<file path="src/hdl/wkr_pkg.sv">
/*
  Shared constants for the watchdog and key-reset block: clock rates,
  prescaler taps, reset hold lengths, watchdog intervals, register map.
  Assumes a single 25 MHz system clock and a 32-bit APB register bus.
*/
package wkr_pkg;

  // ==========================================================================
  // clocking
  localparam int SYS_CLK_HZ = 25_000_000;
  localparam int PRESC_BASE_HZ = 32768;
  // tap-zero enable divisor, rounded down so the tap never runs slow
  localparam int PRESC_DIV = SYS_CLK_HZ / PRESC_BASE_HZ;
  localparam int PRESC_WIDTH = 16;
  localparam int TAP_TEN = 10;

  // ==========================================================================
  // reset hold lengths in prescaler clocks
  localparam int RESET_HOLD_LONG = 16384;
  localparam int RESET_HOLD_SHORT = 2048;
  localparam int HOLD_CNT_WIDTH = 15;

  // ==========================================================================
  // watchdog
  localparam int WDT_WIDTH = 9;
  localparam int WDT_INTERVAL_8 = 8;
  localparam int WDT_INTERVAL_64 = 64;
  localparam int WDT_INTERVAL_512 = 512;
  localparam int KEY_PINS = 4;

  // ==========================================================================
  // register map, byte addresses
  localparam int ADDR_WIDTH = 8;
  localparam logic [7:0] ADDR_CTRL = 8'h00;
  localparam logic [7:0] ADDR_STATUS = 8'h04;
  localparam logic [7:0] ADDR_EVENT = 8'h08;
  localparam logic [7:0] ADDR_MASK = 8'h0c;
  localparam logic [7:0] ADDR_CMD = 8'h10;

  // field positions
  localparam int CTRL_SCAN_SRC_BIT = 0;
  localparam int CMD_WDT_SET_BIT = 0;
  localparam int EV_WDT_BIT = 0;
  localparam int EV_KEY_BIT = 1;
  localparam int EV_WIDTH = 2;
  localparam int ST_FLAG_BIT = 0;
  localparam int ST_EN_BIT = 1;
  localparam int ST_HOLD_BIT = 2;
  localparam int ST_KEYLOW_BIT = 3;
  localparam int ST_COUNT_LSB = 16;

  // terminal count of the watchdog for an interval in tenth-tap periods
  function automatic logic [WDT_WIDTH-1:0] wkr_terminal(input int interval);
    logic [31:0] t;
    t = interval - 1;
    return t[WDT_WIDTH-1:0];
  endfunction : wkr_terminal

endpackage : wkr_pkg

</file>
<file path="src/hdl/wkr_reset_hold.sv">
/*
  Internal reset cycle generator: holds the chip reset for a fixed number
  of prescaler clocks after power-up or after any reset request pulse.
  Assumes tick is a one-cycle enable at the prescaler tap-zero rate.
*/
`timescale 1ns/100ps
module wkr_reset_hold
  import wkr_pkg::*;
#(
  parameter int HOLD_CLOCKS = RESET_HOLD_LONG
) (
  // clock and reset
  input wire logic clk,
  input wire logic rst_n,
  // prescaler rate and request
  input wire logic tick,
  input wire logic request,
  // internal reset, active low
  output logic hold_n
);

  localparam logic [HOLD_CNT_WIDTH-1:0] LAST = HOLD_CNT_WIDTH'(HOLD_CLOCKS - 1);

  logic [HOLD_CNT_WIDTH-1:0] count;

  // ==========================================================================
  // hold counter; a new request restarts the full length
  always_ff @(posedge clk or negedge rst_n) begin
    if (!rst_n) begin
      hold_n <= 1'b0;
      count <= '0;
    end else if (request) begin
      hold_n <= 1'b0;
      count <= '0;
    end else if (!hold_n && tick) begin
      if (count == LAST) begin
        hold_n <= 1'b1;
      end else begin
        count <= count + 1'b1;
      end
    end
  end

  // release only after the full count of prescaler clocks
  hold_min_a: assert property (@(posedge clk) disable iff (!rst_n)
    $rose(hold_n) |-> $past(count) == LAST && $past(tick))
    else $error("reset hold released early");

endmodule : wkr_reset_hold

</file>
<file path="src/hdl/wkr_top.sv">
/*
  Watchdog and key-reset block: prescaler chain, nine-bit watchdog,
  key all-low detector, reset cycle generator, APB registers, interrupt.
  Assumes all inputs synchronous to SYS_CLK; the CPU decodes its own
  watchdog set instruction and reports halt and stop as levels.
*/
`timescale 1ns/100ps
module wkr_top
  import wkr_pkg::*;
#(
  parameter logic [KEY_PINS-1:0] KEY_RESET_USE = 4'hf,
  parameter int WDT_INTERVAL = WDT_INTERVAL_512,
  parameter int RESET_HOLD_CLOCKS = RESET_HOLD_LONG,
  parameter int PRESC_CYCLES = PRESC_DIV
) (
  // clock and reset
  input wire logic SYS_CLK,
  input wire logic RSTN,
  // apb slave
  input wire logic PSEL,
  input wire logic PENABLE,
  input wire logic PWRITE,
  input wire logic [ADDR_WIDTH-1:0] PADDR,
  input wire logic [31:0] PWDATA,
  output logic [31:0] PRDATA,
  output logic PREADY,
  output logic PSLVERR,
  // cpu side
  input wire logic WDT_SET,
  input wire logic HALT_MODE,
  input wire logic STOP_MODE,
  // key pins
  input wire logic [KEY_PINS-1:0] PORT_C_PINS,
  input wire logic [KEY_PINS-1:0] KEY_SCAN_INPUTS,
  input wire logic [KEY_PINS-1:0] PIN_IS_INPUT,
  input wire logic KEY_SCAN_DONE,
  // results
  output logic CHIP_RESET_N,
  output logic WATCHDOG_FLAG,
  output logic IRQ
);

  localparam logic [WDT_WIDTH-1:0] TERM = wkr_terminal(WDT_INTERVAL);
  localparam int DIV_WIDTH = $clog2(PRESC_CYCLES + 1);
  localparam logic [DIV_WIDTH-1:0] DIV_LAST = DIV_WIDTH'(PRESC_CYCLES - 1);
  localparam logic [TAP_TEN-1:0] TAP_TEN_ALL = '1;

  // prescaler
  logic [DIV_WIDTH-1:0] div_count;
  logic tap_zero_tick;
  logic [PRESC_WIDTH-1:0] presc_chain;
  logic tap_ten_tick;

  // watchdog
  logic wdt_enable;
  logic [WDT_WIDTH-1:0] wdt_count;
  logic wdt_overflow;
  logic wdt_set;
  logic paused;

  // key detector
  logic [KEY_PINS-1:0] key_mask;
  logic [KEY_PINS-1:0] key_pins;
  logic all_low;
  logic qualified;
  logic key_low_q;
  logic key_req;

  // registers
  logic scan_src;
  logic [EV_WIDTH-1:0] events;
  logic [EV_WIDTH-1:0] mask;
  logic [EV_WIDTH-1:0] next_events;
  logic wr_en;
  logic rd_en;
  logic cmd_set;
  logic mapped;
  logic [31:0] next_rdata;

  // ==========================================================================
  // prescaler
  // tap-zero enable from the system clock divider
  always_ff @(posedge SYS_CLK or negedge RSTN) begin
    if (!RSTN) begin
      div_count <= '0;
      tap_zero_tick <= 1'b0;
    end else if (div_count == DIV_LAST) begin
      div_count <= '0;
      tap_zero_tick <= 1'b1;
    end else begin
      div_count <= div_count + 1'b1;
      tap_zero_tick <= 1'b0;
    end
  end

  // the chain only sees RSTN, so a watchdog reset never disturbs the taps
  always_ff @(posedge SYS_CLK or negedge RSTN) begin
    if (!RSTN) begin
      presc_chain <= '0;
      tap_ten_tick <= 1'b0;
    end else begin
      tap_ten_tick <= 1'b0;
      if (tap_zero_tick) begin
        presc_chain <= presc_chain + 1'b1;
        tap_ten_tick <= (presc_chain[TAP_TEN-1:0] == TAP_TEN_ALL);
      end
    end
  end

  // ==========================================================================
  // watchdog
  assign wdt_set = WDT_SET || cmd_set;
  assign paused = HALT_MODE || STOP_MODE;

  // enable and flag move together; only RSTN takes them down
  always_ff @(posedge SYS_CLK or negedge RSTN) begin
    if (!RSTN) begin
      wdt_enable <= 1'b0;
      WATCHDOG_FLAG <= 1'b0;
    end else if (wdt_set) begin
      wdt_enable <= 1'b1;
      WATCHDOG_FLAG <= 1'b1;
    end
  end

  // nine-bit up-counter on the tenth tap, frozen in halt and stop
  always_ff @(posedge SYS_CLK or negedge RSTN) begin
    if (!RSTN) begin
      wdt_count <= '0;
      wdt_overflow <= 1'b0;
    end else begin
      wdt_overflow <= 1'b0;
      if (wdt_set) begin
        wdt_count <= '0;
      end else if (wdt_enable && tap_ten_tick && !paused) begin
        if (wdt_count == TERM) begin
          wdt_count <= '0;
          wdt_overflow <= 1'b1;
        end else begin
          wdt_count <= wdt_count + 1'b1;
        end
      end
    end
  end

  // ==========================================================================
  // key reset detector
  assign key_mask = KEY_RESET_USE & PIN_IS_INPUT;
  assign key_pins = scan_src ? KEY_SCAN_INPUTS : PORT_C_PINS;
  // an empty mask must not count as all low
  assign all_low = (|key_mask) && ((key_pins & key_mask) == '0);
  // scan source keeps its last verdict until the scan period ends
  assign qualified = scan_src ? (KEY_SCAN_DONE ? all_low : key_low_q) : all_low;

  // one request on each new all-low condition
  always_ff @(posedge SYS_CLK or negedge RSTN) begin
    if (!RSTN) begin
      key_low_q <= 1'b0;
      key_req <= 1'b0;
    end else begin
      key_low_q <= qualified;
      key_req <= qualified && !key_low_q;
    end
  end

  // ==========================================================================
  // reset cycle generator
  wkr_reset_hold #(
    .HOLD_CLOCKS(RESET_HOLD_CLOCKS)
  ) u_hold (
    .clk(SYS_CLK),
    .rst_n(RSTN),
    .tick(tap_zero_tick),
    .request(wdt_overflow || key_req),
    .hold_n(CHIP_RESET_N)
  );

  // ==========================================================================
  // apb slave
  // one wait state: PREADY rises in the second access cycle
  assign wr_en = PSEL && PENABLE && PREADY && PWRITE;
  assign rd_en = PSEL && PENABLE && !PREADY && !PWRITE;
  assign cmd_set = wr_en && (PADDR == ADDR_CMD) && PWDATA[CMD_WDT_SET_BIT];
  assign mapped = (PADDR == ADDR_CTRL) || (PADDR == ADDR_STATUS) || (PADDR == ADDR_EVENT)
    || (PADDR == ADDR_MASK) || (PADDR == ADDR_CMD);

  // handshake
  always_ff @(posedge SYS_CLK or negedge RSTN) begin
    if (!RSTN) begin
      PREADY <= 1'b0;
      PSLVERR <= 1'b0;
    end else begin
      PREADY <= PSEL && PENABLE && !PREADY;
      PSLVERR <= PSEL && PENABLE && !PREADY && !mapped;
    end
  end

  // read mux; command register reads as zero
  always_comb begin
    next_rdata = '0;
    case (PADDR)
      ADDR_CTRL: begin
        next_rdata[CTRL_SCAN_SRC_BIT] = scan_src;
      end
      ADDR_STATUS: begin
        next_rdata[ST_FLAG_BIT] = WATCHDOG_FLAG;
        next_rdata[ST_EN_BIT] = wdt_enable;
        next_rdata[ST_HOLD_BIT] = !CHIP_RESET_N;
        next_rdata[ST_KEYLOW_BIT] = key_low_q;
        next_rdata[ST_COUNT_LSB +: WDT_WIDTH] = wdt_count;
      end
      ADDR_EVENT: begin
        next_rdata[EV_WIDTH-1:0] = events;
      end
      ADDR_MASK: begin
        next_rdata[EV_WIDTH-1:0] = mask;
      end
      default: begin
        next_rdata = '0;
      end
    endcase
  end

  // read data latched the cycle before PREADY
  always_ff @(posedge SYS_CLK or negedge RSTN) begin
    if (!RSTN) begin
      PRDATA <= '0;
    end else if (rd_en) begin
      PRDATA <= next_rdata;
    end
  end

  // control and mask registers
  always_ff @(posedge SYS_CLK or negedge RSTN) begin
    if (!RSTN) begin
      scan_src <= 1'b0;
      mask <= '0;
    end else if (wr_en) begin
      if (PADDR == ADDR_CTRL) begin
        scan_src <= PWDATA[CTRL_SCAN_SRC_BIT];
      end
      if (PADDR == ADDR_MASK) begin
        mask <= PWDATA[EV_WIDTH-1:0];
      end
    end
  end

  // ==========================================================================
  // interrupt
  // write one to clear; an event in the clearing cycle survives
  always_comb begin
    next_events = events;
    if (wr_en && (PADDR == ADDR_EVENT)) begin
      next_events = events & ~PWDATA[EV_WIDTH-1:0];
    end
    next_events[EV_WDT_BIT] = next_events[EV_WDT_BIT] || wdt_overflow;
    next_events[EV_KEY_BIT] = next_events[EV_KEY_BIT] || key_req;
  end

  // sticky events and registered interrupt level
  always_ff @(posedge SYS_CLK or negedge RSTN) begin
    if (!RSTN) begin
      events <= '0;
      IRQ <= 1'b0;
    end else begin
      events <= next_events;
      IRQ <= |(next_events & mask);
    end
  end

  // ==========================================================================
  // checks
  ovf_resets_a: assert property (@(posedge SYS_CLK) disable iff (!RSTN)
    wdt_overflow |=> !CHIP_RESET_N)
    else $error("overflow did not start reset");

  ovf_keeps_run_a: assert property (@(posedge SYS_CLK) disable iff (!RSTN)
    wdt_overflow |-> wdt_enable && WATCHDOG_FLAG ##1 wdt_enable && WATCHDOG_FLAG)
    else $error("watchdog reset disturbed the watchdog");

  flag_tracks_a: assert property (@(posedge SYS_CLK) disable iff (!RSTN)
    WATCHDOG_FLAG == wdt_enable)
    else $error("flag and enable disagree");

  set_clears_a: assert property (@(posedge SYS_CLK) disable iff (!RSTN)
    wdt_set |=> wdt_count == '0 && wdt_enable && WATCHDOG_FLAG)
    else $error("set instruction did not clear and enable");

  halt_pause_a: assert property (@(posedge SYS_CLK) disable iff (!RSTN)
    (paused && !wdt_set) |=> $stable(wdt_count) && !wdt_overflow)
    else $error("watchdog moved in halt or stop");

  tick_only_a: assert property (@(posedge SYS_CLK) disable iff (!RSTN)
    ($changed(wdt_count) && !$past(wdt_set)) |-> $past(tap_ten_tick))
    else $error("watchdog advanced without tenth tap");

  terminal_ovf_a: assert property (@(posedge SYS_CLK) disable iff (!RSTN)
    wdt_overflow |-> $past(wdt_count) == TERM && wdt_count == '0)
    else $error("overflow at wrong count");

  single_pulse_a: assert property (@(posedge SYS_CLK) disable iff (!RSTN)
    wdt_overflow |=> !wdt_overflow)
    else $error("overflow request longer than one cycle");

  key_none_a: assert property (@(posedge SYS_CLK) disable iff (!RSTN)
    (key_mask == '0) |=> !key_req)
    else $error("key reset with no pin enabled");

  key_low_a: assert property (@(posedge SYS_CLK) disable iff (!RSTN)
    key_req |-> $past(qualified) && !$past(key_low_q))
    else $error("key request without all-low condition");

  scan_wait_a: assert property (@(posedge SYS_CLK) disable iff (!RSTN)
    ($past(scan_src) && key_req) |-> $past(KEY_SCAN_DONE))
    else $error("scan key reset before scan period ended");

  count_step_a: assert property (@(posedge SYS_CLK) disable iff (!RSTN)
    (wdt_enable && tap_ten_tick && !paused && !wdt_set && wdt_count != TERM) |=> wdt_count == $past(wdt_count) + 1'b1)
    else $error("watchdog did not step by one");

  wdt_idle_a: assert property (@(posedge SYS_CLK) disable iff (!RSTN)
    !wdt_enable |-> wdt_count == '0)
    else $error("watchdog counted while inactive");

  enable_kept_a: assert property (@(posedge SYS_CLK) disable iff (!RSTN)
    wdt_enable |=> wdt_enable && WATCHDOG_FLAG)
    else $error("watchdog stopped without power-on reset");

  port_fire_a: assert property (@(posedge SYS_CLK) disable iff (!RSTN)
    (!scan_src && all_low && !key_low_q) |=> key_req)
    else $error("port c all-low gave no request");

  scan_fire_a: assert property (@(posedge SYS_CLK) disable iff (!RSTN)
    (scan_src && KEY_SCAN_DONE && all_low && !key_low_q) |=> key_req)
    else $error("scan all-low gave no request");

  scan_hold_a: assert property (@(posedge SYS_CLK) disable iff (!RSTN)
    (scan_src && !KEY_SCAN_DONE) |=> key_low_q == $past(key_low_q))
    else $error("scan verdict changed inside scan period");

  key_resets_a: assert property (@(posedge SYS_CLK) disable iff (!RSTN)
    key_req |=> !CHIP_RESET_N)
    else $error("key request did not start reset");

endmodule : wkr_top

</file>
<file path="config.mk">
export PLATFORM = sky130hd
export DESIGN_NAME = wkr_top
export DESIGN_NICKNAME = d
export VERILOG_FILES = /design/src/hdl/wkr_pkg.sv /design/src/hdl/wkr_reset_hold.sv /design/src/hdl/wkr_top.sv
export SDC_FILE = /design/constraint.sdc
export NUM_CORES = 1
export LEC_CHECK = 0
export BUFFER_PORTS_ARGS = -buffer_cell sky130_fd_sc_hd__buf_2
export CAP_MARGIN = 20
export CELL_PAD_IN_SITES_DETAIL_PLACEMENT = 1
export CELL_PAD_IN_SITES_GLOBAL_PLACEMENT = 2
export CORE_UTILIZATION = 35
export DETAILED_ROUTE_END_ITERATION = 6
export HOLD_SLACK_MARGIN = 0.15
export PLACE_DENSITY_LB_ADDON = 0.1
export SLEW_MARGIN = 20
export SYNTH_ARGS = -nofsm -noshare
export SYNTH_HDL_FRONTEND = slang
export SYNTH_SLANG_ARGS = --single-unit
</file>
<file path="constraint.sdc">
create_clock -name SYS_CLK -period 7.3 [get_ports SYS_CLK]
set_clock_uncertainty 0.2 [all_clocks]
set_input_delay 1.46 -clock SYS_CLK [delete_from_list [all_inputs] [get_ports SYS_CLK]]
set_output_delay 1.46 -clock SYS_CLK [all_outputs]
set_load 0.02 [all_outputs]
</file>
## Yosys cells after proc, flatten, opt, wreduce, memory -nomap -nowiden

Index checks and enable logic that the tools add are counted.

- $lt $le $gt $ge: 0
- Muxes and demuxes: 23
- Bitwise logic cells: 4
- Add/sub/neg operators: 4
- $mul: 0
- Shift operators: 0
- Reduce and logical (&&, ||, !) cells: 40
- Divide/modulo/power cells: 0
- Equal/unequal tests: 9

Operator list:

| operator | number |
|---|---|
| 15-bit 2-to-1 mux | 3 |
| 9-bit 2-to-1 mux | 4 |
| 10-bit == test (second input constant) | 2 |
| 16-bit by 1-bit adder with 16-bit output (second input constant) | 1 |
| 8-bit by 4-bit == test with 1-bit output (second input constant) | 2 |
| 15-bit by 1-bit adder with 15-bit output (second input constant) | 1 |
| 15-bit by 14-bit == test with 1-bit output (second input constant) | 1 |
| 1-bit logical AND | 14 |
| 10-bit by 1-bit adder with 10-bit output (second input constant) | 1 |
| 1-bit 2-to-1 mux | 10 |
| 10-bit 2-to-1 mux | 1 |
| 9-bit by 1-bit adder with 9-bit output (second input constant) | 1 |
| 9-bit == test (second input constant) | 1 |
| 1-bit logical OR | 9 |
| 8-bit by 3-bit == test with 1-bit output (second input constant) | 1 |
| 8-bit by 5-bit == test with 1-bit output (second input constant) | 1 |
| 8-bit logical NOT | 1 |
| 2-bit AND reduction | 4 |
| 1-bit logical NOT | 6 |
| 2-bit nonzero test | 3 |
| 2-bit bitwise AND | 2 |
| 4-bit bitwise AND | 1 |
| 4-bit logical NOT | 1 |
| 2-bit 2-to-1 mux | 2 |
| 7 further kinds | 7 |

- Memory bits (writable): 0
- Output and inout port bits: 37
- Register bits after elaboration: 78
- Latch bits: 0
- Input bits: 61
- Word-level logic and storage cells: 98
- Bits in read-only memories: 0
- Memories kept: 0

## Longest topological paths before layout

Gate-level depths: netlist (run 1).

- Depth after elaboration: 8
- Mapped depth: 9
- Mapped depth without buffers: 8

## Cells and area by module

A second synthesis (run 1) with hierarchy kept.

- Cell total of the unflattened synthesis: 350
- Area total of the unflattened synthesis: 3,663.5 um2

Modules (own cells, without submodules):

| module | sequential area each (um2) | cells an instance | area each (um2) | instances |
|---|---|---|---|---|
| wkr_top | 1,401.3 | 254 | 2,741.4 | 1 |
| wkr_reset_hold | 400.4 | 96 | 922.1 | 1 |

## Worst setup path after synthesis (run 1)

Ideal clock, no wire load.

- Path kind: input-to-reg
- From: input PADDR[1]
- To: register scan_src
- Required time: 6.975 ns
- Data arrival time: 2.597 ns
- Setup time: 0.125 ns
- Cell stages on the path: 4
- Setup slack: 4.378 ns
- Path buffers: 0
- Cell sequence: nor2_1 nor4b_1 nor4b_1 mux2_2

- Cells in the longest elaborated chain, start to end: 2

Ends and longest elaborated chain:

| item | RTL line | text |
|---|---|---|
| from (decl) | wkr_top.sv:23 | `input wire logic [ADDR_WIDTH-1:0] PADDR,` |
| 8-bit logical NOT | wkr_top.sv:239 | `if (PADDR == ADDR_CTRL) begin` |
| 2-bit AND reduction (no source line) | - |  |
| to (signal assigned) | wkr_top.sv:240 | `scan_src <= PWDATA[CTRL_SCAN_SRC_BIT];` |
| to (decl) | wkr_top.sv:70 | `logic scan_src;` |

Every way passes these cells.
A chain may end at the register's enable or synchronous reset.

## Worst setup path after layout (run 1)

- From: input PADDR[4]
- To: register IRQ

- Cells in the longest elaborated chain, start to end: 6
- Elaborated cells on any way between the ends: 7
- Those cells by class: 1 x eq/ne; 1 x mux; 1 x bitwise; 4 x reduce/logical

Ends and longest elaborated chain:

| item | RTL line | text |
|---|---|---|
| 8-bit by 4-bit == test with 1-bit output | wkr_top.sv:253 | `if (wr_en && (PADDR == ADDR_EVENT)) begin` |
| 1-bit logical AND | wkr_top.sv:253 |  |
| 2-bit 2-to-1 mux | wkr_top.sv:253 |  |
| 1-bit logical OR | wkr_top.sv:256 | `next_events[EV_WDT_BIT] = next_events[EV_WDT_BIT] \|\| wdt_overflow;` |
| named net next_events[0] | wkr_top.sv:73 | `logic [EV_WIDTH-1:0] next_events;` |
| 2-bit bitwise AND | wkr_top.sv:267 | `IRQ <= \|(next_events & mask);` |
| 2-bit OR reduction | wkr_top.sv:267 |  |
| to (signal assigned) | wkr_top.sv:267 |  |
| to (decl) | wkr_top.sv:40 | `output logic IRQ` |

The timed path passes the listed nets, and every way through them passes these cells.

==> out/metrics.yaml, run 1 <==
setup_path:
  worstPathRequired_ps: 7320
  crit_start: "PADDR[4]"
  crit_path_max_fanout: 4
  slowest_delay_ps: 520
  r2r_slack_ps: 4720
  cp-start-kind: "input port"
  end_kind: "flop"
  timing.rr.start: "wdt_count[0]"
  slowest_stage: "nor4_1"
  cp_cell_sequence: "buf_2 > nor4_1 > nand2_1 > o32a_1 > a22o_1"
  arrival_ps: 3000
  path_class: "in -> reg"
synth:
  ys_ff_latch: 72
  postSynth.asyncResetShare: 1.00
  synth_top_cell_by_area: "dfrtp_1"
  synthTopCellsByArea: "dfrtp_1 50%, buf_4 4.0%, a22o_1 3.2%, xnor2_1 3.2%, a21oi_1 3.1%"
  synth_top_area_frac: 0.504
  syn_inst: 345
  synth_edf_count: 0
  synth.distinct_cells: 51
  avgSynthCellArea_um2: 10.4
  ys.flop_type: "dfrtp_1"
  synth_seq_area_share: 0.504
  yosys_warnings: 0
  syn-cell-area_um2: 3570
layout:
  final_cell_mix: "72 x dfrtp_1, 48 x buf_2, 27 x nor2_1"
  drive_gt1_frac: 0.201
  area.growth.synth_to_final_pct: 15.5
  antenna_cells: 0
  fin_area_um2: 4130
  nets: 464
  final_common_cell: "dfrtp_1"
  instances_no_fill: 535
clock_tree:
  cts_root_buf: "clkbuf_8"
  postCtsHoldBufs: 0
  cts_tree: "done"
  ctsResizeCount: 0
  clk_pin_slew_ps: 70
  clockBufferDepth: 2
  htree_levels: 3
  cts_setup_buffers: 0
  clk-insertion-delay-late_ps: 340
  cts_sinks: 72
  cts_buffers: 9
worst_hold_path:
  hold_start: "presc_chain[9]"
  hp-class: "reg -> reg"
floorplan:
  core-area_um2: 9820
  die-area_um2: 10600
  dieHeight_um: 103
  start_util: 0.364
  die_w_um: 103
  io_pins: 98
  rows: 36
routing:
  vias: 2781
  drt-pass1-iter-count: 4
  wl_um: 8050
  ant_nets: 0
  first_iter_violations: 57
  drc: 0
  viasPerCell: 5.20
  wl_per_cell_um: 15.0
placed_design:
  place_inst: 519
  dp_hpwl_um: 5660
  dp_slack_ps: 4000
  portBuffers: 48
  gp_congestion: 0.736
  place_area_um2: 3890
grt:
  overflow: 0
  grt_pass1_wl_um: 13800
  grt_usage: 0.169
  antenna_found_initial: 0
  grt_pass1_vias: 2850
  grt_max_degree: 73
timing:
  worstMarginPinSlew_ps: 933
  hold_viol_final: 0
  timing.hold.ws_ps: 266
  max_freq_mhz: 336
  slew_headroom: 0.372
  grt_setup_unrepaired: "no"
  finalCritPeriodShare: 0.408
  setup_tns_ps: 0
  worst_slack_ps: 4320
  min_period_ps: 2980
  setup_viol: 0
  drv_slew: 0
job:
  maxCapViolations: 0
power:
  ir_drop_v: 0.0000740
  leakage_nw: 1.87
  power.density_nw_per_um2: 198
status:
  status: "completed"
cell type report:
cell class / instances / area [um^2]
Inverter: 9 / 33.8
Multi-Input combinational cell: 254 / 1630
Tap cell: 133 / 166
Clock inverter: 4 / 75.1
Timing Repair Buffer: 51 / 259
Sequential cell: 72 / 1800
Clock buffer: 12 / 165
Fill cell: 1164 / 5690
final timing paths:
| path | endpoint | cells past startpoint |
|---|---|---|
| setup / recovery | IRQ | 5 |
| min in group asynchronous | PSLVERR | 2 |
| hold / removal | presc_chain[9] | 1 |
| hold reg to reg | presc_chain[9] | 1 |
| max in group asynchronous | div_count[2] | 2 |
| setup reg to reg | wdt_count[5] | 8 |
cells by family (layout without fill, tap and decap cells):
kind of cell | count (synthesis) | after routing | synth area share
adders and majority gates | 6 | 6 | 0.0210
muxes | 10 | 10 | 0.0340
xor gates and xnor gates | 17 | 17 | 0.0417
and+or+nand+nor | 132 | 132 | 0.205
buffers and inverters | 37 | 76 | 0.0613
AOI/OAI and AO/OA | 70 | 70 | 0.132
other | 1 | 19 | 0.00105
DFF | 72 | 72 | 0.504
synth_stat cells (all sizes together) (2+ instances only):
cell type,count
nand3b,6
inv,9
nor4b,2
or2,4
nand3,11
o21a,2
or4,7
nand2b,2
buf,21
nand4b,3
and3,9
xnor2,13
nor4,9
nor2b,3
o32a,2
nand4,8
a31oi,2
ha,6
mux2,7
o31ai,9
dfrtp,72
a22o,13
nand2,23
xor2,4
a21oi,22
o21ai,11
clkbuf,7
nor3,7
mux2i,2
nor2,27
or3,4
and2,2
stage by stage:
stage,power [W],utilization
floorplan,0.000438,-
global placement,0.000454,0.396
detailed placement,0.000454,0.396
CTS,0.000830,0.420
global route,0.000852,0.420
finish,0.000816,0.420
state kept, by name, summed over array words and instances, names as in the netlist, 2 cells and up:
register / count
events: 2
wdt_count: 9
u_hold.count: 15
PRDATA: 13
presc_chain: 10
mask: 2
div_count: 10
routing by layer:
metal	share of wire	vias to the layer above	track usage	wire (um)
met5	0	-	0	0
li1	-	1329	-	-
met4	0.011	0	0.0650	86
met1	0.48	1391	0.217	3870
met3	0.034	9	0.0292	276
met2	0.47	52	0.286	3810
worst max-delay path: cells and delay by family:
kind                   cells  cell delay [ps]
AO/OA/AOI/OAI              2              670
AND/OR/NAND/NOR            2              760
buffers and inverters      1              120
power by group:
| part | internal, W | switching [W] | total, W |
|---|---|---|---|
| Combinational | 0.0000118 | 0.0000314 | 0.0000432 |
| Sequential | 0.000400 | 0.00000147 | 0.000402 |
| Clock | 0.000221 | 0.000151 | 0.000371 |
Note: power is estimated with default switching activity, not from simulation.
==> inputs of run 2 (changes only) <==
--- a/config.mk
+++ b/config.mk
@@ -9,7 +9,7 @@
 export CAP_MARGIN = 20
 export CELL_PAD_IN_SITES_DETAIL_PLACEMENT = 1
 export CELL_PAD_IN_SITES_GLOBAL_PLACEMENT = 2
-export CORE_UTILIZATION = 35
+export CORE_UTILIZATION = 32
 export DETAILED_ROUTE_END_ITERATION = 6
 export HOLD_SLACK_MARGIN = 0.15
 export PLACE_DENSITY_LB_ADDON = 0.1
==> constraint.sdc (replaced) <==
create_clock -name SYS_CLK -period 2.75 [get_ports SYS_CLK]
set_clock_uncertainty 0.2 [all_clocks]
set_input_delay 0.55 -clock SYS_CLK [delete_from_list [all_inputs] [get_ports SYS_CLK]]
set_output_delay 0.55 -clock SYS_CLK [all_outputs]
set_load 0.02 [all_outputs]
==> run 2 against run 1 <==
Against the previous run:
- routed wire length increased by 4.6%
- clock power increased by 88%
- via count down 0.93%
- design area decreased by 0.64%
- power rose by 130%
- critical path type is now reg -> reg
==> out/metrics.yaml, run 2 (same netlist as run 1, synthesis figures left out) <==
power:
  power.density_nw_per_um2: 459
  ir_drop_v: 0.000190
  leakage_nw: 1.86
clock_tree:
  cts_buffers: 9
  cts_root_buf: "clkbuf_8"
  cts_sinks: 72
  clk_pin_slew_ps: 70
  cts_tree: "done"
  clk-insertion-delay-late_ps: 340
  htree_levels: 3
  cts_setup_buffers: 0
  clockBufferDepth: 2
timing:
  grt_setup_unrepaired: "no"
  slew_headroom: 0.528
  min_period_ps: 2400
  finalCritPeriodShare: 0.871
  hold_viol_final: 0
  max_freq_mhz: 417
  setup_tns_ps: 0
  drv_slew: 0
  worstMarginPinSlew_ps: 701
  setup_viol: 0
  timing.hold.ws_ps: 210
floorplan:
  core-area_um2: 10800
  die-area_um2: 11600
  die_w_um: 108
  start_util: 0.330
  dieHeight_um: 108
  rows: 38
  io_pins: 98
grt:
  grt_usage: 0.159
  grt_pass1_wl_um: 14200
  grt_max_degree: 41
  overflow: 0
  antenna_found_initial: 0
  grt_pass1_vias: 2832
setup_path:
  path_buf_inv: 0
  end_kind: "flop"
  path_class: "reg -> reg"
  critPathTopFamily: "simple AND/OR/NAND/NOR gates"
  crit_start: "wdt_count[0]"
  timing.rr.end: "wdt_count[4]"
  timing.rr.start: "wdt_count[0]"
  critPathMostFrequentCell: "and3_1"
  slowest_stage: "dfrtp_1"
  worstPathRequired_ps: 2810
  r2r_slack_ps: 350
  slowest_delay_ps: 440
  arrival_ps: 2460
  worst_r2r_path_depth: 8
  cp-start-kind: "flop"
  crit_path_max_fanout: 5
  cp_cell_sequence: "ha_1 > and3_1 > and3_1 > and3_1 > ha_1 > nor2_1 > nand3b_1 > a21oi_1"
worst_hold_path:
  hold_start: "KEY_SCAN_DONE"
  holdPathEnd: "key_low_q"
  hp-class: "in -> reg"
  worstHoldPathCells: 2
layout:
  drive_gt1_frac: 0.202
  final_common_cell: "dfrtp_1"
  fillCellCount: 1263
  fin_area_um2: 4100
  area.growth.synth_to_final_pct: 14.8
  final_core_util: 0.378
  nets: 468
  largest_reg_flops: 15
  final_cell_mix: "72 x dfrtp_1, 47 x buf_2, 27 x nor2_1"
  antenna_cells: 0
  top_register: "u_hold.count"
  reg_top3: "u_hold.count: 15 flops, PRDATA: 13 flops"
routing:
  wl_um: 8420
  viasPerCell: 5.06
  drt-pass1-iter-count: 4
  wl_per_cell_um: 15.4
  drc: 0
  first_iter_violations: 66
  vias: 2755
  ant_nets: 0
job:
  maxCapViolations: 0
placed_design:
  place_area_um2: 3940
  dp_hpwl_um: 6070
  portBuffers: 48
  gp_congestion: 0.736
status:
  status: "completed"
==> run 2: cell types whose count changed in the layout (fill, tap and decap cells not counted), moves of 2 or more <==
cell	delta
clkinv_2	+3
clkbuf_8	-3
clkbuf_1	+2
bufinv_16	-2
buf_4	+4
==> run 2: report_power, final <==
group	internal, W	switching (W)	leakage, nW	total (W)
clock network	0.000318	0.000378	0.0789	0.000696
logic	0.0000354	0.0000853	0.802	0.000121
registers	0.00106	0.00000401	0.977	0.00107
==> run 2: repair_timing <==
action,in CTS,in global routing
endpoints found under the setup margin,0,0
endpoints found under the hold margin,32,0
resized for setup,0,0
hold buffers,1,0
==> run 2: layout make-up <==
| cell class | instances | area (um^2) | share of cell area |
|---|---|---|---|
| flip-flops and latches | 72 | 1800 | 0.439 |
| multi-input cells | 254 | 1630 | 0.397 |
| repair buffers | 55 | 310 | 0.0757 |
| well taps | 140 | 175 | 0.0427 |
| clock buffers | 11 | 131 | 0.0320 |
| inverters | 9 | 33.8 | 0.00824 |
| clock inverters | 4 | 22.5 | 0.00549 |
==> run 2: how the worst max path moves through the flow <==
stage / endpoint / cells after the start
6_report: wdt_count[4] / 8
5_1_grt: wdt_count[4] / 8
4_1_cts: wdt_count[7] / 9
3_5_place_dp: scan_src / 5
3_3_place_gp: scan_src / 5
2_1_floorplan: wdt_count[5] / 9
==> run 2: per-stage QoR <==
step | total power (W) | instances | setup slack, ps
final | 0.00188 | 545 | 354
after global routing | 0.00199 | 545 | 155
after CTS | 0.00193 | 545 | 361
after detailed placement | 0.00121 | 529 | 358
after global placement | 0.00121 | 529 | 319
after floorplan | 0.00116 | 363 | 454
==> run 2: layer usage <==
metal / part of all wire / track usage / vias up
met5: 0 / 0 / -
met4: 0.0083 / 0.0411 / 0
met3: 0.036 / 0.0430 / 7
met2: 0.46 / 0.248 / 42
met1: 0.50 / 0.216 / 1371
li1: - / - / 1335
==> inputs of run 3 (changes only) <==
--- a/config.mk
+++ b/config.mk
@@ -5,12 +5,13 @@
 export SDC_FILE = /design/constraint.sdc
 export NUM_CORES = 1
 export LEC_CHECK = 0
-export BUFFER_PORTS_ARGS = -buffer_cell sky130_fd_sc_hd__buf_2
+export ABC_AREA = 1
 export CAP_MARGIN = 20
 export CELL_PAD_IN_SITES_DETAIL_PLACEMENT = 1
 export CELL_PAD_IN_SITES_GLOBAL_PLACEMENT = 2
-export CORE_UTILIZATION = 32
+export CORE_UTILIZATION = 35
 export DETAILED_ROUTE_END_ITERATION = 6
+export DONT_BUFFER_PORTS = 1
 export HOLD_SLACK_MARGIN = 0.15
 export PLACE_DENSITY_LB_ADDON = 0.1
 export SLEW_MARGIN = 20
==> run 3 against run 2 <==
Against the previous run:
- fmax rose by 4.9%
- via count rose by 15%
- critical path type unchanged
- area after synthesis rose by 8.9%
- largest cell class unchanged
- sequential power rose by 5%
- clock power rose by 22%
- worst setup slack improved by 110 ps
- highest routed layer unchanged
- first-iteration DRC count rose by 45%
- critical endpoint is now wdt_count[7]
- combinational power rose by 46%
==> out/metrics.yaml, run 3 <==
status:
  status: "completed"
floorplan:
  die_w_um: 107
  dieHeight_um: 107
  io_pins: 98
  rows: 38
  die-area_um2: 11500
  start_util: 0.359
  core-area_um2: 10800
layout:
  final-seq-area_um2: 1800
  antenna_cells: 0
  fillCellCount: 1362
  top_register: "u_hold.count"
  nets: 595
  multiInputGateArea_um2: 1730
  drive_gt1_frac: 0.0602
  area.growth.synth_to_final_pct: 8.58
  reg_top3: "u_hold.count: 15 flops, PRDATA: 13 flops"
  final_cell_mix: "158 x nand2_1, 72 x dfrtp_1, 65 x inv_1"
  largest_reg_flops: 15
  final_common_cell: "nand2_1"
synth:
  yosys_warnings: 0
  ys.flop_type: "dfrtp_1"
  synth_common_cells: "158 x nand2_1, 72 x dfrtp_1, 65 x inv_1, 56 x nor2_1, 45 x nand3_1"
  synth_top_area_frac: 0.463
  syn-cell-area_um2: 3890
  synth_seq_area_share: 0.463
  postSynth.asyncResetShare: 1.00
  synth_top_cell_by_area: "dfrtp_1"
  avgSynthCellArea_um2: 7.53
  synth.distinct_cells: 30
  ys_ff_latch: 72
  syn_inst: 517
  synth_edf_count: 0
  yosysMostFrequentCell: "nand2_1"
  synthTopCellsByArea: "dfrtp_1 46%, nand2_1 15%, inv_1 6.3%, nand3_1 5.8%, nor2_1 5.4%"
placed_design:
  dp_slack_ps: 417
  gp_congestion: 0.763
  dp_hpwl_um: 7050
  portBuffers: 0
routing:
  wl_um: 9590
  viasPerCell: 4.71
  vias: 3162
  ant_nets: 0
  wl_per_cell_um: 14.3
  drc: 0
  drt-pass1-iter-count: 4
  first_iter_violations: 96
job:
  maxCapViolations: 0
clock_tree:
  cts_sinks: 72
  htree_levels: 3
  cts_setup_buffers: 0
  cts_root_buf: "clkbuf_8"
  postCtsHoldBufs: 5
  cts_tree: "done"
  cts_buffers: 9
  clockBufferDepth: 2
  ctsResizeCount: 0
  clk_pin_slew_ps: 70
  clk-insertion-delay-late_ps: 360
grt:
  grt_pass1_wl_um: 16900
  grt_usage: 0.191
  grt_pass1_vias: 3433
  grt_max_degree: 73
  antenna_found_initial: 0
  overflow: 0
setup_path:
  arrival_ps: 2330
  slowest_stage: "dfrtp_1"
  cp-start-kind: "flop"
  worstPathRequired_ps: 2800
  path_class: "reg -> reg"
  crit_path_max_fanout: 7
  slowest_delay_ps: 480
  cp_cell_sequence: "ha_1 > nand2_1 > nor2_1 > nand3_1 > nor2_1 > ha_1 > inv_1 > nand3_1 > nor2_1 > nand2_1 > nand2_1"
  end_kind: "flop"
timing:
  slew_headroom: 0.618
  max_freq_mhz: 438
  drv_slew: 0
  setup_tns_ps: 0
  hold_viol_final: 0
  worstMarginPinSlew_ps: 571
  worst_slack_ps: 467
  grt_setup_unrepaired: "no"
  min_period_ps: 2280
  finalCritPeriodShare: 0.830
  setup_viol: 0
power:
  leakage_nw: 2.12
  ir_drop_v: 0.000171
  finalPower_w: 0.00215
  power.density_nw_per_um2: 508
worst_hold_path:
  hp-class: "in -> reg"
[run 3: cell types whose count changed in the layout (fill, tap and decap cells not counted), sizes merged, moves of 33 or more]
cell   change
buf       -52
nand2    +139
nand3     +34
nor2      +33
inv       +58
[run 3: final cells by class]
class	instances	share of cell area
multi-input cells	371	0.410
flip-flops and latches	72	0.426
clock inverters	4	0.0107
inverters	68	0.0604
well taps	140	0.0414
repair buffers	6	0.0178
clock buffers	11	0.0335
[run 3: power by group]
part	switching (W)	internal (W)	total, W
registers	0.0000370	0.00108	0.00112
logic	0.000123	0.0000535	0.000177
clock network	0.000413	0.000435	0.000848
[run 3: through the flow]
step	area, um^2	cells	util	hold slack, ps
floorplan	3960	535	-	54.4
CTS	4230	672	0.390	161
finish	4230	672	0.390	187
detailed placement	3970	652	0.366	56.5
global placement	3970	652	0.366	56.2
global route	4230	672	0.390	191
[run 3: cells by family (layout without fill, tap and decap cells)]
| logic type | Yosys count | count (layout) | synth area share |
|---|---|---|---|
| AND/OR/NAND/NOR | 294 | 294 | 0.323 |
| buffers and inverters | 92 | 89 | 0.109 |
| flip-flops | 72 | 72 | 0.463 |
| AO/OA/AOI/OAI | 35 | 35 | 0.0463 |
| XOR/XNOR | 17 | 17 | 0.0383 |
| adder cells (fa/ha/maj) | 6 | 6 | 0.0193 |
| other | 1 | 19 | 0.000963 |
[run 3: final timing paths]
path | startpoint | endpoint | slack, ps | cells past startpoint
max in group asynchronous | RSTN | PSLVERR | 1480 | 2
worst max register to register | wdt_count[0] | wdt_count[7] | 470 | 11
worst min register to register | key_low_q | key_req | 270 | 1
min in group asynchronous | RSTN | u_hold.count[10] | 560 | 2
worst min-delay path | PENABLE | PREADY | 190 | 2
worst max-delay path | wdt_count[0] | wdt_count[7] | 470 | 11
[run 3: worst max-delay path: cells and delay by family (launching register included)]
kind | cells | cell delay [ps]
flops | 1 | 480
fa+ha+maj | 2 | 520
buf+inv | 1 | 130
simple gates | 8 | 860
[run 3: metal layers]
layer,share of wire,track usage,vias to the layer above,wire length (um)
met1,0.47,0.238,1527,4480
met5,0,0,-,0
met4,0.022,0.0861,0,210
met3,0.029,0.0357,15,279
li1,-,-,1590,-
met2,0.48,0.320,30,4620
